**config.mk**
```make
export PLATFORM = sky130hd
export DESIGN_NAME = data_space_address_resolver
export DESIGN_NICKNAME = d
export VERILOG_FILES = /design/src/inc/addr_resolver_pkg.sv /design/src/verilog/bit_address_mapper.sv /design/src/verilog/data_space_address_resolver.sv
export VERILOG_INCLUDE_DIRS = /design/src /design/src/inc
export SDC_FILE = /design/constraint.sdc
export NUM_CORES = 1
export LEC_CHECK = 0
export ABC_AREA = 1
export BUFFER_PORTS_ARGS = -buffer_cell sky130_fd_sc_hd__buf_2
export CORE_ASPECT_RATIO = 0.7
export CORE_MARGIN = 10
export CORE_UTILIZATION = 45
export CTS_CLUSTER_SIZE = 40
export DETAILED_ROUTE_END_ITERATION = 10
export HOLD_SLACK_MARGIN = 0.02
export PLACE_DENSITY = 0.75
export RECOVER_POWER = 25
export SETUP_SLACK_MARGIN = 0.2
export SYNTH_ARGS = -nofsm -noshare
export SYNTH_HDL_FRONTEND = slang
export SYNTH_SLANG_ARGS = --single-unit
```
**constraint.sdc**
```tcl
create_clock -name clk -period 2.7 [get_ports clk]
set_clock_uncertainty 0.15 [all_clocks]
set_input_delay 0.27 -clock clk [delete_from_list [all_inputs] [get_ports clk]]
set_output_delay 0.27 -clock clk [all_outputs]
set_load 0.02 [all_outputs]
```
**src/inc/addr_resolver_consts.svh**
```systemverilog
// Constants for the data space address resolver.
`ifndef ADDR_RESOLVER_CONSTS_SVH
`define ADDR_RESOLVER_CONSTS_SVH
`define SFR_SPACE_BASE 8'h80
`define BIT_AREA_BASE 8'h20
`define BANK_SIZE 8'h08
`define AUX_RAM_LAST 11'h6FF
`define PTR_REG_R0 3'h0
`define PTR_REG_R1 3'h1
`endif

```
**src/inc/addr_resolver_pkg.sv**
```systemverilog
// Types for the data space address resolver.
package addr_resolver_pkg;
  typedef enum logic [2:0] {
    MODE_REGISTER = 3'h0,
    MODE_DIRECT = 3'h1,
    MODE_INDIRECT = 3'h2,
    MODE_IMMEDIATE = 3'h3,
    MODE_BASE_INDEX = 3'h4
  } addr_mode_t;

  typedef enum logic [6:0] {
    TGT_NONE = 7'h01,
    TGT_BANK_REG = 7'h02,
    TGT_LOW_RAM = 7'h04,
    TGT_HIGH_RAM = 7'h08,
    TGT_SFR = 7'h10,
    TGT_AUX_RAM = 7'h20,
    TGT_CODE = 7'h40
  } target_t;

  typedef enum logic [1:0] {
    IND_POINTER = 2'h0,
    IND_EXT_BYTE = 2'h1,
    IND_EXT_WORD = 2'h2
  } indirect_kind_t;

  typedef struct packed {
    logic valid;
    addr_mode_t mode;
    indirect_kind_t ind_kind;
    logic is_dest;
    logic is_move;
    logic [7:0] operand;
    logic [15:0] base;
    logic [7:0] index;
    logic is_bit;
  } access_req_t;

  typedef struct packed {
    logic valid;
    target_t target;
    logic [15:0] addr;
    logic read_en;
    logic write_en;
    logic [2:0] bit_pos;
    logic error;
  } access_resp_t;
endpackage : addr_resolver_pkg

```
**src/verilog/bit_address_mapper.sv**
```systemverilog
// Maps a bit address onto a byte address and bit position.
`include "addr_resolver_consts.svh"
module bit_address_mapper (
  input wire logic [7:0] bit_addr,
  output logic [7:0] byte_addr,
  output logic [2:0] bit_pos,
  output logic in_sfr
);
  always_comb begin
    bit_pos = bit_addr[2:0];
    in_sfr = bit_addr[7];
    if (bit_addr[7]) begin
      byte_addr = {bit_addr[7:3], 3'h0}; // see RULE13
    end else begin
      byte_addr = `BIT_AREA_BASE + {4'h0, bit_addr[6:3]}; // see RULE11
    end
  end
endmodule : bit_address_mapper

```
**src/verilog/data_space_address_resolver.sv**
```systemverilog
// Operand address resolver that steers each access to its data space target.
// Operation
// RULE1 - Five addressing methods: register, direct, indirect, immediate, base plus index.
// RULE2 - Only register, direct and indirect methods may be write targets.
// RULE3 - Non-move operations read the destination before writing it.
// RULE4 - Bank registers reachable by register, direct and indirect addressing.
// RULE5 - RAM bytes 0 to 127 reachable directly and indirectly.
// RULE6 - RAM 128 to 255 indirect only; direct there goes to SFRs.
// RULE7 - Expanded RAM 0 to 1791 only via the external-move class.
// RULE8 - SFRs only by direct addressing at 128 to 255.
// RULE9 - External data memory only by indirect addressing through a pointer.
// RULE10 - Code table reads use base register plus index register.
// RULE11 - Bit addresses 00 to 7F map onto bytes 20H to 2FH, LSB first.
// RULE12 - Banks zero to three occupy bytes 00H to 1FH, eight each.
// RULE13 - Bit addresses from 80H select SFRs at multiples of eight.
`include "addr_resolver_consts.svh"
module data_space_address_resolver (
  input wire logic clk,
  input wire logic reset,
  input wire addr_resolver_pkg::access_req_t req,
  input wire logic [1:0] bank_sel,
  input wire logic [7:0] pointer_value,
  output addr_resolver_pkg::access_resp_t resp,
  output logic write_pending
);
  logic [7:0] bit_byte;
  logic [2:0] bit_pos;
  logic bit_in_sfr;
  addr_resolver_pkg::access_resp_t next_resp;
  addr_resolver_pkg::access_resp_t held;
  addr_resolver_pkg::access_resp_t next_held;
  logic next_write_pending;

  bit_address_mapper u_bit_map (
    .bit_addr(req.operand),
    .byte_addr(bit_byte),
    .bit_pos(bit_pos),
    .in_sfr(bit_in_sfr)
  );

  // Decode of one request; the write half of a read-modify-write is issued a cycle later.
  always_comb begin
    next_resp = '0;
    next_resp.target = addr_resolver_pkg::TGT_NONE;
    next_held = held;
    next_write_pending = 1'b0;
    if (write_pending) begin
      // The held write goes out first; a request in this cycle is refused.
      next_resp = held;
      next_resp.read_en = 1'b0;
      next_resp.write_en = 1'b1; // see RULE3
      next_resp.valid = 1'b1;
      next_resp.error = req.valid;
    end else if (req.valid) begin
      next_resp.valid = 1'b1;
      case (req.mode) // see RULE1
        addr_resolver_pkg::MODE_REGISTER: begin
          next_resp.target = addr_resolver_pkg::TGT_BANK_REG; // see RULE4
          next_resp.addr = {8'h00, {bank_sel, req.operand[2:0]}}; // see RULE12
        end
        addr_resolver_pkg::MODE_DIRECT: begin
          if (req.is_bit) begin
            next_resp.bit_pos = bit_pos;
            next_resp.addr = {8'h00, bit_byte};
            next_resp.target = bit_in_sfr ? addr_resolver_pkg::TGT_SFR
                                          : addr_resolver_pkg::TGT_LOW_RAM;
          end else if (req.operand >= `SFR_SPACE_BASE) begin
            next_resp.target = addr_resolver_pkg::TGT_SFR; // see RULE6 see RULE8
            next_resp.addr = {8'h00, req.operand};
          end else begin
            // Direct access to bytes 00H-1FH also lands on the bank registers.
            next_resp.target = (req.operand < (`BANK_SIZE << 2)) ?
                addr_resolver_pkg::TGT_BANK_REG : addr_resolver_pkg::TGT_LOW_RAM; // see RULE5
            next_resp.addr = {8'h00, req.operand};
          end
        end
        addr_resolver_pkg::MODE_INDIRECT: begin
          case (req.ind_kind)
            addr_resolver_pkg::IND_POINTER: begin
              // Pointer indirect never reaches SFRs; pointers from 80H reach upper RAM.
              next_resp.addr = {8'h00, pointer_value};
              if (pointer_value >= `SFR_SPACE_BASE) begin
                next_resp.target = addr_resolver_pkg::TGT_HIGH_RAM; // see RULE6 see RULE8
              end else if (pointer_value < (`BANK_SIZE << 2)) begin
                next_resp.target = addr_resolver_pkg::TGT_BANK_REG; // see RULE4
              end else begin
                next_resp.target = addr_resolver_pkg::TGT_LOW_RAM; // see RULE5
              end
            end
            addr_resolver_pkg::IND_EXT_BYTE, addr_resolver_pkg::IND_EXT_WORD: begin
              // External-move class: low addresses hit expanded RAM, others go off chip.
              next_resp.addr = (req.ind_kind == addr_resolver_pkg::IND_EXT_WORD) ?
                  req.base : {8'h00, pointer_value}; // see RULE9
              next_resp.target = (next_resp.addr <= {5'h00, `AUX_RAM_LAST}) ?
                  addr_resolver_pkg::TGT_AUX_RAM : addr_resolver_pkg::TGT_NONE; // see RULE7
            end
            default: begin
              next_resp.error = 1'b1;
            end
          endcase
        end
        addr_resolver_pkg::MODE_IMMEDIATE: begin
          next_resp.target = addr_resolver_pkg::TGT_NONE;
          next_resp.addr = {8'h00, req.operand};
        end
        addr_resolver_pkg::MODE_BASE_INDEX: begin
          next_resp.target = addr_resolver_pkg::TGT_CODE;
          next_resp.addr = req.base + {8'h00, req.index}; // see RULE10
        end
        default: begin
          next_resp.error = 1'b1;
        end
      endcase
      if (req.is_dest && (req.mode == addr_resolver_pkg::MODE_IMMEDIATE ||
          req.mode == addr_resolver_pkg::MODE_BASE_INDEX)) begin
        next_resp.error = 1'b1; // see RULE2
      end else if (req.is_dest && !req.is_move) begin
        next_resp.read_en = 1'b1; // see RULE3
        next_held = next_resp;
        next_write_pending = !next_resp.error;
      end else if (req.is_dest) begin
        next_resp.write_en = 1'b1;
      end else begin
        next_resp.read_en = 1'b1;
      end
      if (next_resp.error) begin
        next_resp.read_en = 1'b0;
        next_resp.write_en = 1'b0;
      end
    end
  end

  always_ff @(posedge clk) begin
    if (reset) begin
      resp <= '0;
      held <= '0;
      write_pending <= 1'b0;
    end else begin
      resp <= next_resp;
      held <= next_held;
      write_pending <= next_write_pending;
    end
  end

  a_dest_no_write: assert property (@(posedge clk) disable iff (reset)
    req.valid && !write_pending && req.is_dest && req.mode == addr_resolver_pkg::MODE_IMMEDIATE
    |=> resp.error && !resp.write_en) // see RULE2
    else $error("immediate destination was not refused");
  a_rmw_order: assert property (@(posedge clk) disable iff (reset)
    req.valid && !write_pending && req.is_dest && !req.is_move &&
    req.mode == addr_resolver_pkg::MODE_REGISTER
    |=> resp.read_en ##1 (resp.write_en && resp.addr == $past(resp.addr))) // see RULE3
    else $error("read-modify-write order broken");
  a_direct_sfr: assert property (@(posedge clk) disable iff (reset)
    req.valid && !write_pending && req.mode == addr_resolver_pkg::MODE_DIRECT &&
    !req.is_bit && req.operand[7]
    |=> resp.target == addr_resolver_pkg::TGT_SFR) // see RULE8
    else $error("direct upper address missed SFR space");
  a_indirect_high: assert property (@(posedge clk) disable iff (reset)
    req.valid && !write_pending && req.mode == addr_resolver_pkg::MODE_INDIRECT &&
    req.ind_kind == addr_resolver_pkg::IND_POINTER && pointer_value[7]
    |=> resp.target == addr_resolver_pkg::TGT_HIGH_RAM) // see RULE6
    else $error("indirect upper address reached SFR space");
  a_bank_addr: assert property (@(posedge clk) disable iff (reset)
    req.valid && !write_pending && req.mode == addr_resolver_pkg::MODE_REGISTER
    |=> resp.addr == {8'h00, $past(bank_sel), $past(req.operand[2:0])}) // see RULE12
    else $error("bank register address wrong");
  a_table_sum: assert property (@(posedge clk) disable iff (reset)
    req.valid && !write_pending && req.mode == addr_resolver_pkg::MODE_BASE_INDEX
    |=> resp.target == addr_resolver_pkg::TGT_CODE &&
        resp.addr == $past(req.base) + {8'h00, $past(req.index)}) // see RULE10
    else $error("table address wrong");
  a_bit_ram: assert property (@(posedge clk) disable iff (reset)
    req.valid && !write_pending && req.mode == addr_resolver_pkg::MODE_DIRECT &&
    req.is_bit && !req.operand[7]
    |=> resp.addr == 16'h0020 + {12'h000, $past(req.operand[6:3])} &&
        resp.bit_pos == $past(req.operand[2:0])) // see RULE11
    else $error("bit address mapped wrong");
  a_bit_sfr: assert property (@(posedge clk) disable iff (reset)
    req.valid && !write_pending && req.mode == addr_resolver_pkg::MODE_DIRECT &&
    req.is_bit && req.operand[7]
    |=> resp.addr[2:0] == 3'h0 && resp.target == addr_resolver_pkg::TGT_SFR) // see RULE13
    else $error("SFR bit address wrong");
  a_aux_range: assert property (@(posedge clk) disable iff (reset)
    resp.target == addr_resolver_pkg::TGT_AUX_RAM |-> resp.addr <= 16'h06FF) // see RULE7
    else $error("expanded RAM address out of range");
  c_rmw: cover property (@(posedge clk) disable iff (reset) write_pending ##1 resp.write_en);
  c_sfr: cover property (@(posedge clk) disable iff (reset)
    resp.target == addr_resolver_pkg::TGT_SFR);
  c_aux: cover property (@(posedge clk) disable iff (reset)
    resp.target == addr_resolver_pkg::TGT_AUX_RAM);
  c_refused: cover property (@(posedge clk) disable iff (reset)
    write_pending && req.valid);
  c_code: cover property (@(posedge clk) disable iff (reset)
    resp.target == addr_resolver_pkg::TGT_CODE);

  // A request that meets a pending write is refused, but the write still goes out.
  a_refused_error: assert property (@(posedge clk) disable iff (reset) // see RULE3
    write_pending && req.valid
    |=> resp.error && resp.write_en && !resp.read_en)
    else $error("request during pending write was not refused");

  a_held_write: assert property (@(posedge clk) disable iff (reset) // see RULE3
    write_pending
    |=> resp.valid && resp.write_en && !resp.read_en)
    else $error("held write was not issued");

  a_pending_once: assert property (@(posedge clk) disable iff (reset) // see RULE3
    write_pending
    |=> !write_pending)
    else $error("pending write lasted more than one cycle");

  a_rmw_pending: assert property (@(posedge clk) disable iff (reset) // see RULE3
    req.valid && !write_pending && req.is_dest && !req.is_move &&
    req.mode == addr_resolver_pkg::MODE_DIRECT
    |=> write_pending && resp.read_en && !resp.write_en)
    else $error("direct read-modify-write did not read first");

  a_move_write: assert property (@(posedge clk) disable iff (reset) // see RULE2
    req.valid && !write_pending && req.is_dest && req.is_move &&
    (req.mode == addr_resolver_pkg::MODE_REGISTER ||
    req.mode == addr_resolver_pkg::MODE_DIRECT)
    |=> resp.write_en && !resp.read_en && !resp.error)
    else $error("move destination was not written");

  a_base_dest: assert property (@(posedge clk) disable iff (reset) // see RULE2
    req.valid && !write_pending && req.is_dest &&
    req.mode == addr_resolver_pkg::MODE_BASE_INDEX
    |=> resp.error && !resp.write_en && !resp.read_en)
    else $error("table destination was not refused");

  a_source_read: assert property (@(posedge clk) disable iff (reset) // see RULE1
    req.valid && !write_pending && !req.is_dest &&
    req.mode == addr_resolver_pkg::MODE_REGISTER
    |=> resp.read_en && !resp.write_en)
    else $error("register source was not read");

  a_imm_none: assert property (@(posedge clk) disable iff (reset) // see RULE1
    req.valid && !write_pending && !req.is_dest &&
    req.mode == addr_resolver_pkg::MODE_IMMEDIATE
    |=> resp.target == addr_resolver_pkg::TGT_NONE && resp.read_en)
    else $error("immediate operand steered to a space");

  a_idle_quiet: assert property (@(posedge clk) disable iff (reset) // see RULE1
    !req.valid && !write_pending
    |=> !resp.valid)
    else $error("answer without a request");

  a_direct_low: assert property (@(posedge clk) disable iff (reset) // see RULE5
    req.valid && !write_pending && req.mode == addr_resolver_pkg::MODE_DIRECT &&
    !req.is_bit && req.operand >= 8'h20 && !req.operand[7]
    |=> resp.target == addr_resolver_pkg::TGT_LOW_RAM &&
        resp.addr == {8'h00, $past(req.operand)})
    else $error("direct lower address missed RAM");

  a_direct_bank: assert property (@(posedge clk) disable iff (reset) // see RULE4
    req.valid && !write_pending && req.mode == addr_resolver_pkg::MODE_DIRECT &&
    !req.is_bit && req.operand < 8'h20
    |=> resp.target == addr_resolver_pkg::TGT_BANK_REG)
    else $error("direct bank address missed the banks");

  a_indirect_low: assert property (@(posedge clk) disable iff (reset) // see RULE5
    req.valid && !write_pending && req.mode == addr_resolver_pkg::MODE_INDIRECT &&
    req.ind_kind == addr_resolver_pkg::IND_POINTER &&
    pointer_value >= 8'h20 && !pointer_value[7]
    |=> resp.target == addr_resolver_pkg::TGT_LOW_RAM)
    else $error("indirect lower address missed RAM");

  a_indirect_bank: assert property (@(posedge clk) disable iff (reset) // see RULE4
    req.valid && !write_pending && req.mode == addr_resolver_pkg::MODE_INDIRECT &&
    req.ind_kind == addr_resolver_pkg::IND_POINTER && pointer_value < 8'h20
    |=> resp.target == addr_resolver_pkg::TGT_BANK_REG)
    else $error("indirect bank address missed the banks");

  a_no_sfr_indirect: assert property (@(posedge clk) disable iff (reset) // see RULE8
    req.valid && !write_pending && req.mode == addr_resolver_pkg::MODE_INDIRECT
    |=> resp.target != addr_resolver_pkg::TGT_SFR)
    else $error("indirect access reached SFR space");

  a_ext_byte: assert property (@(posedge clk) disable iff (reset) // see RULE9
    req.valid && !write_pending && req.mode == addr_resolver_pkg::MODE_INDIRECT &&
    req.ind_kind == addr_resolver_pkg::IND_EXT_BYTE
    |=> resp.target == addr_resolver_pkg::TGT_AUX_RAM &&
        resp.addr == {8'h00, $past(pointer_value)})
    else $error("pointer external move address wrong");

  // Word pointers beyond the expanded RAM leave the chip, so no internal target.
  a_ext_word_off: assert property (@(posedge clk) disable iff (reset) // see RULE7
    req.valid && !write_pending && req.mode == addr_resolver_pkg::MODE_INDIRECT &&
    req.ind_kind == addr_resolver_pkg::IND_EXT_WORD && req.base > 16'h06ff
    |=> resp.target == addr_resolver_pkg::TGT_NONE)
    else $error("word external move above expanded RAM kept on chip");

  a_sfr_bit_pos: assert property (@(posedge clk) disable iff (reset) // see RULE13
    req.valid && !write_pending && req.mode == addr_resolver_pkg::MODE_DIRECT &&
    req.is_bit && req.operand[7]
    |=> resp.bit_pos == $past(req.operand[2:0]) && resp.addr[15:8] == 8'h00 &&
        resp.addr[7:3] == $past(req.operand[7:3]))
    else $error("SFR bit position wrong");
endmodule : data_space_address_resolver

```
# ---- After elaboration in Yosys (flattened, before gate mapping)
# Index checks and enable logic that the tools add are counted.
dict set report classes {
  n_eq_ne 6
  mux 28
  add_sub_neg 2
  magnitude_cmp 5
  reduce_logical 13
  bitwise_logic 4
}
# operator n
set ops {}
lappend ops {{$pmux 23 s5} 1}
lappend ops {{$mux 30} 2}
lappend ops {{$pmux 22 s2} 1}
lappend ops {{$mux 23} 1}
lappend ops {{$mux 21} 1}
lappend ops {{$add 16x8->16} 1}
lappend ops {{$ge 8x8->1 const B} 2}
lappend ops {{$le 16x11->1 const B} 1}
lappend ops {{$lt 8x6->1 const B} 2}
lappend ops {{$mux 16} 1}
lappend ops {{$mux 3} 4}
lappend ops {{$mux 1} 10}
lappend ops {{$reduce_or 5->1} 2}
lappend ops {{$mux 8} 1}
lappend ops {{$add 6x4->7 const A} 1}
lappend ops {{$eq 3x2->1 const B} 2}
lappend ops {{$mux 6} 1}
lappend ops {{$mux 5} 1}
lappend ops {{$mux 2} 2}
lappend ops {{$mux 4} 1}
lappend ops {{$not 1->1} 4}
lappend ops {{$reduce_and 4->1} 1}
lappend ops {{$reduce_or 4->1} 1}
lappend ops {{$eq 3x1->1 const B} 1}
lappend ops {{11 further kinds} 13}
dict set report totals {
  in_bits 53
  word_cells 69
  output_inout_bits 31
  reg_bits 57
}

# ---- Depth between registers and ports, before layout
dict set report depth {
  ltp_word 12
  mapped_depth 13
  depth_no_buf 12
}

# ---- Cells and area by module
# From an unflattened synthesis, not the netlist that was laid out.
dict set report unflattened {
  cells_unflattened 551
  hier_area_um2 3472.1
}
# module area_each_um2 n_inst cells_per_inst seq_area_each_um2
set by_module_without_submodules {}
lappend by_module_without_submodules {data_space_address_resolver 3367.0 1 530 1141.1}
lappend by_module_without_submodules {bit_address_mapper 105.1 1 21 0.0}

# ---- Least setup slack after synthesis
# No wires, ideal clock.
dict set report synth_path {
  kind {input -> register}
  from {input port req[1] (netlist name)}
  to {register held[12] (netlist name)}
  setup_ps 115
  slack_ps 748
  arrival_ps 1686
  t_required_ps 2435
  path_stages 11
  n_path_buf 0
  path_cell_list {ha_1 > fa_1 > nand2_1 > nand2_1 > nand2_1 > o21bai_1 > or2_2 > nand2_1 > nand2_1 > o21ai_0 > inv_1}
}
dict set report synth_between {
  elab_chain_len 2
}
# item line
set synth_rtl {}
lappend synth_rtl {{from (decl)} data_space_address_resolver.sv:20} ;# input wire addr_resolver_pkg::access_req_t req,
lappend synth_rtl {{$add 16x8->16} data_space_address_resolver.sv:108} ;# next_resp.addr = req.base + {8'h00, req.index};
lappend synth_rtl {{$pmux 23 s5} data_space_address_resolver.sv:56} ;# case (req.mode)
lappend synth_rtl {{to (signal assigned)} data_space_address_resolver.sv:140} ;# held <= next_held;
lappend synth_rtl {{to (decl)} data_space_address_resolver.sv:30} ;# addr_resolver_pkg::access_resp_t held;
# Every way passes these cells.
# A chain may end at the register's enable or synchronous reset.

# ---- Worst setup path in the final report
# Ends and elaborated chain as after synthesis.

==> results.md <==
| Step | Item | Reported |
|---|---|---|
| status | Status | complete, no violations |
| sta | Worst-Margin Slew | 0.4467 ns |
| floorplanning | Die height | 91.90 um |
| global routing | Total congestion overflow | 0 |
| yosys | Flip-flop and latch count after synthesis | 57 |
| yosys | Portion of the post-synthesis area used by sequential elements | 34.34% |
| yosys | Net Count, Synth | 581 |
| yosys | Mean cell area of the mapped netlist | 6.453 um2 |
| floorplanning | Core region area | 0.007254 mm2 |
| clock tree | Hold-fix buffers at CTS | 0 |
| power and ir drop | Leakage power of the design | 2.047 nW |
| yosys | Post-synth top area cell | sky130_fd_sc_hd__dfxtp_1 |
| power and ir drop | Power density over the cells | 535.7 mW/mm2 |
| setup path | Worst Reg2Reg Path Length in Cells | 5 |
| drt | Router iterations before antenna repair | 5 |
| global routing | First-pass GRT wire length | 16660 um |
| setup path | Kind of capture point of the worst setup path | flip-flop |
| drt | Routed vias/inst | 5.153 |
| floorplanning | Initial Util | 45.81% |
| floorplanning | Die width | 122.7 um |
| clock tree | Clock tree from TritonCTS | done |
| sta | Endpoints failing hold | 0 |
| yosys | Share of the synthesized area in the top cell type | 34.34% |
| yosys | Cell variety after synth | 38 |
| yosys | Number of enable-type register cells in the synthesized netlist | 0 |
| placement | Count of input and output buffers | 83 |
| setup path | Crit path kind | in2reg |
| sta | Final slew viol count | 0 |
| yosys | Share of flip-flops with an asynchronous set or reset after synthesis | 0% |
| setup path | Required time worst endpoint | 2.78 ns |
| sta | Max_slew headroom | 70.19% |
| clock tree | CTS sink cnt | 57 |
| job | Number of violations of the max-capacitance limit | 0 |
| placement | Global placer's final weighted congestion | 0.9552 |
| drt | Number of DRC violations after detailed routing | 0 |
| clock tree | Post-CTS setup buffers | 0 |
| sta | Worst slack on hold paths | 0.08454 ns |
| setup path | Worst Setup Start Kind | input port |
| floorplanning | FP Rows | 26 |
| power and ir drop | Peak supply drop | 254.1 uV |
| placement | Post-DP HPWL | 8338 um |
| clock tree | H-Tree Depth | 3 |
| min path | Number of cells traversed by the worst hold path | 4 |
| min path | Hold Crit Class | in2reg |
| cells and area | Diode insertion count for antenna repair | 0 |
| cells and area | Area overhead of the layout relative to synthesis | 21.54% |
| clock tree | Clk Latency, worst-skew pair | 0.34 ns |
| yosys | Commonest cells post-synth | sky130_fd_sc_hd__nand2_1 (134), sky130_fd_sc_hd__inv_1 (86), sky130_fd_sc_hd__dfxtp_1 (57), sky130_fd_sc_hd__o21ai_0 (49) |
| setup path | WP data arrival | 1.94 ns |
| floorplanning | Top-level I/O count | 84 |
| cells and area | Nets@finish | 668 |
| yosys | Number of instances in the synthesized netlist | 515 |
| drt | Post-DRT Antenna Nets | 0 |
| power and ir drop | Overall power of the completed layout | 2.164 mW |
| clock tree | Number of buffers created by CTS | 9 |
| floorplanning | Die ar. | 0.01128 mm2 |
| setup path | Maximum fanout along the worst path | 3 |
| yosys | Most repeated cell in the gate-level netlist after synthesis | sky130_fd_sc_hd__nand2_1 |
| global routing | All-layer global routing usage | 18.32% |
| drt | Number of DRC violations after detailed-routing iteration 0 | 237 |
| sta | Final setup viols | 0 |
| drt | Sum of routed wire length over all layers | 10370 um |
| sta | Unrepaired setup endpoints after global routing | false |
| global routing | Antenna violations before repair | 0 |
| yosys | Total standard cell area after synthesis | 0.003323 mm2 |
| drt | Total via count after detailed routing | 3633 |
| sta | Final worst-path cycle share | 68.74% |
| sta | Summed negative setup slack over all endpoints | 0 ns |
| sta | Min Clock Period, post-route | 1.856 ns |
| drt | Wire length per cell | 14.71 um |
| cells and area | Final-layout fill cell count | 755 |
| yosys | Most used flip-flop cell after synthesis | sky130_fd_sc_hd__dfxtp_1 |
| global routing | Maximum number of pins on one net before global-route repair | 30 |
| cells and area | Fraction of layout instances using a drive strength above 1 | 16.14% |
| clock tree | Clock slew at the register clock pins of the worst setup and hold paths | 0.08 ns |
| clock tree | Library cell used as clock root buffer | sky130_fd_sc_hd__clkbuf_8 |
| yosys | Number of warnings printed during yosys synthesis | 0 |
| sta | Fmax | 538.8 MHz |
| yosys | Cell types with the largest area share after synthesis | sky130_fd_sc_hd__dfxtp_1 (34%), sky130_fd_sc_hd__nand2_1 (15%), sky130_fd_sc_hd__inv_1 (9.7%) |
| clock tree | Number of gates resized after cts | 0 |
| clock tree | Maximum buffer depth of the clock tree | 2 |
| global routing | Vias in the first global route | 3488 |
power breakdown:
part	switching [mW]	leakage [nW]	internal, mW	total [mW]
clock	0.379	0.110	0.527	0.905
sequential	0.0107	0.464	0.872	0.883
combinational	0.247	1.47	0.129	0.376
total	0.636	2.05	1.53	2.16
cell type report:
cell class                 instances  area, um2  area share [%]
multi-input combinational        354       1770           43.84
tap                               98      122.6           3.036
sequential                        57       1141           28.25
clock inverter                     7      102.6           2.540
inverter                          90      337.8           8.364
clock buffer                       9      123.9           3.067
timing repair buffer              90      440.4           10.90
logic make-up (layout without fill, tap and decap cells):
family	count (synthesis)	count (layout)	synth area share (%)
AND/OR/NAND/NOR	226	226	28.99
flip-flops	57	57	34.34
AO/OA/AOI/OAI	114	114	18.90
adder cells (fa/ha/maj)	13	13	5.120
XOR/XNOR	1	1	0.2636
buffers and inverters	104	196	12.39
through the flow:
step | instance area [um2] | instances | utilization, % | setup slack (ns)
floorplan | 3323 | 515 | - | 0.7483
detailed placement | 3840 | 689 | 52.93 | 0.5138
CTS | 4066 | 705 | 56.05 | 0.8581
finish | 4039 | 705 | 55.67 | 0.8439
global placement | 3840 | 689 | 52.93 | 0.5600
global route | 4039 | 705 | 55.67 | 0.6677
placed cells by master (no fill, tap or decap), types with 7 or more instances in the layout:
cell type                    n
sky130_fd_sc_hd__a21oi_1    37
sky130_fd_sc_hd__buf_2      61
sky130_fd_sc_hd__buf_4       7
sky130_fd_sc_hd__clkbuf_1   22
sky130_fd_sc_hd__clkbuf_8    9
sky130_fd_sc_hd__dfxtp_1    57
sky130_fd_sc_hd__ha_1       12
sky130_fd_sc_hd__inv_1      86
sky130_fd_sc_hd__nand2_1   134
sky130_fd_sc_hd__nand3_1    37
sky130_fd_sc_hd__nor2_1     30
sky130_fd_sc_hd__nor3_1      8
sky130_fd_sc_hd__o21ai_0    49
sky130_fd_sc_hd__o22ai_1    10
state kept, by name (all words and copies together), names as in the netlist:
signal,count
resp,30
write_pending,1
held,26
per-layer routing:
layer  part of all wire (%)  wire, um  GRT usage [%]  vias to the layer above
met5                      0         0              0                        -
met4                    1.5       153          5.773                        0
met3                    8.6       894          4.654                       17
met2                     45      4628          29.09                      141
met1                     45      4697          23.72                     1637
li1                       -         -              -                     1838
worst max-delay path, stage by stage:
cell                       delay, ns
sky130_fd_sc_hd__buf_2          0.10
sky130_fd_sc_hd__ha_1           0.22
sky130_fd_sc_hd__fa_1           0.40
sky130_fd_sc_hd__nand2_1        0.08
sky130_fd_sc_hd__nand2_1        0.07
sky130_fd_sc_hd__nand2_1        0.10
sky130_fd_sc_hd__o21bai_1       0.09
sky130_fd_sc_hd__or2_2          0.28
sky130_fd_sc_hd__nand2_1        0.07
sky130_fd_sc_hd__nand2_1        0.06
sky130_fd_sc_hd__o21ai_0        0.15
sky130_fd_sc_hd__inv_1          0.05
final timing paths:
path	start	end	slack (ns)
worst min register to register	held[26]	held[26]	0.30
worst max register to register	write_pending	resp[25]	1.01
worst max-delay path	req[1]	held[12]	0.84
worst min-delay path	req[34]	resp[5]	0.08
(Power assumes the default switching activity.)
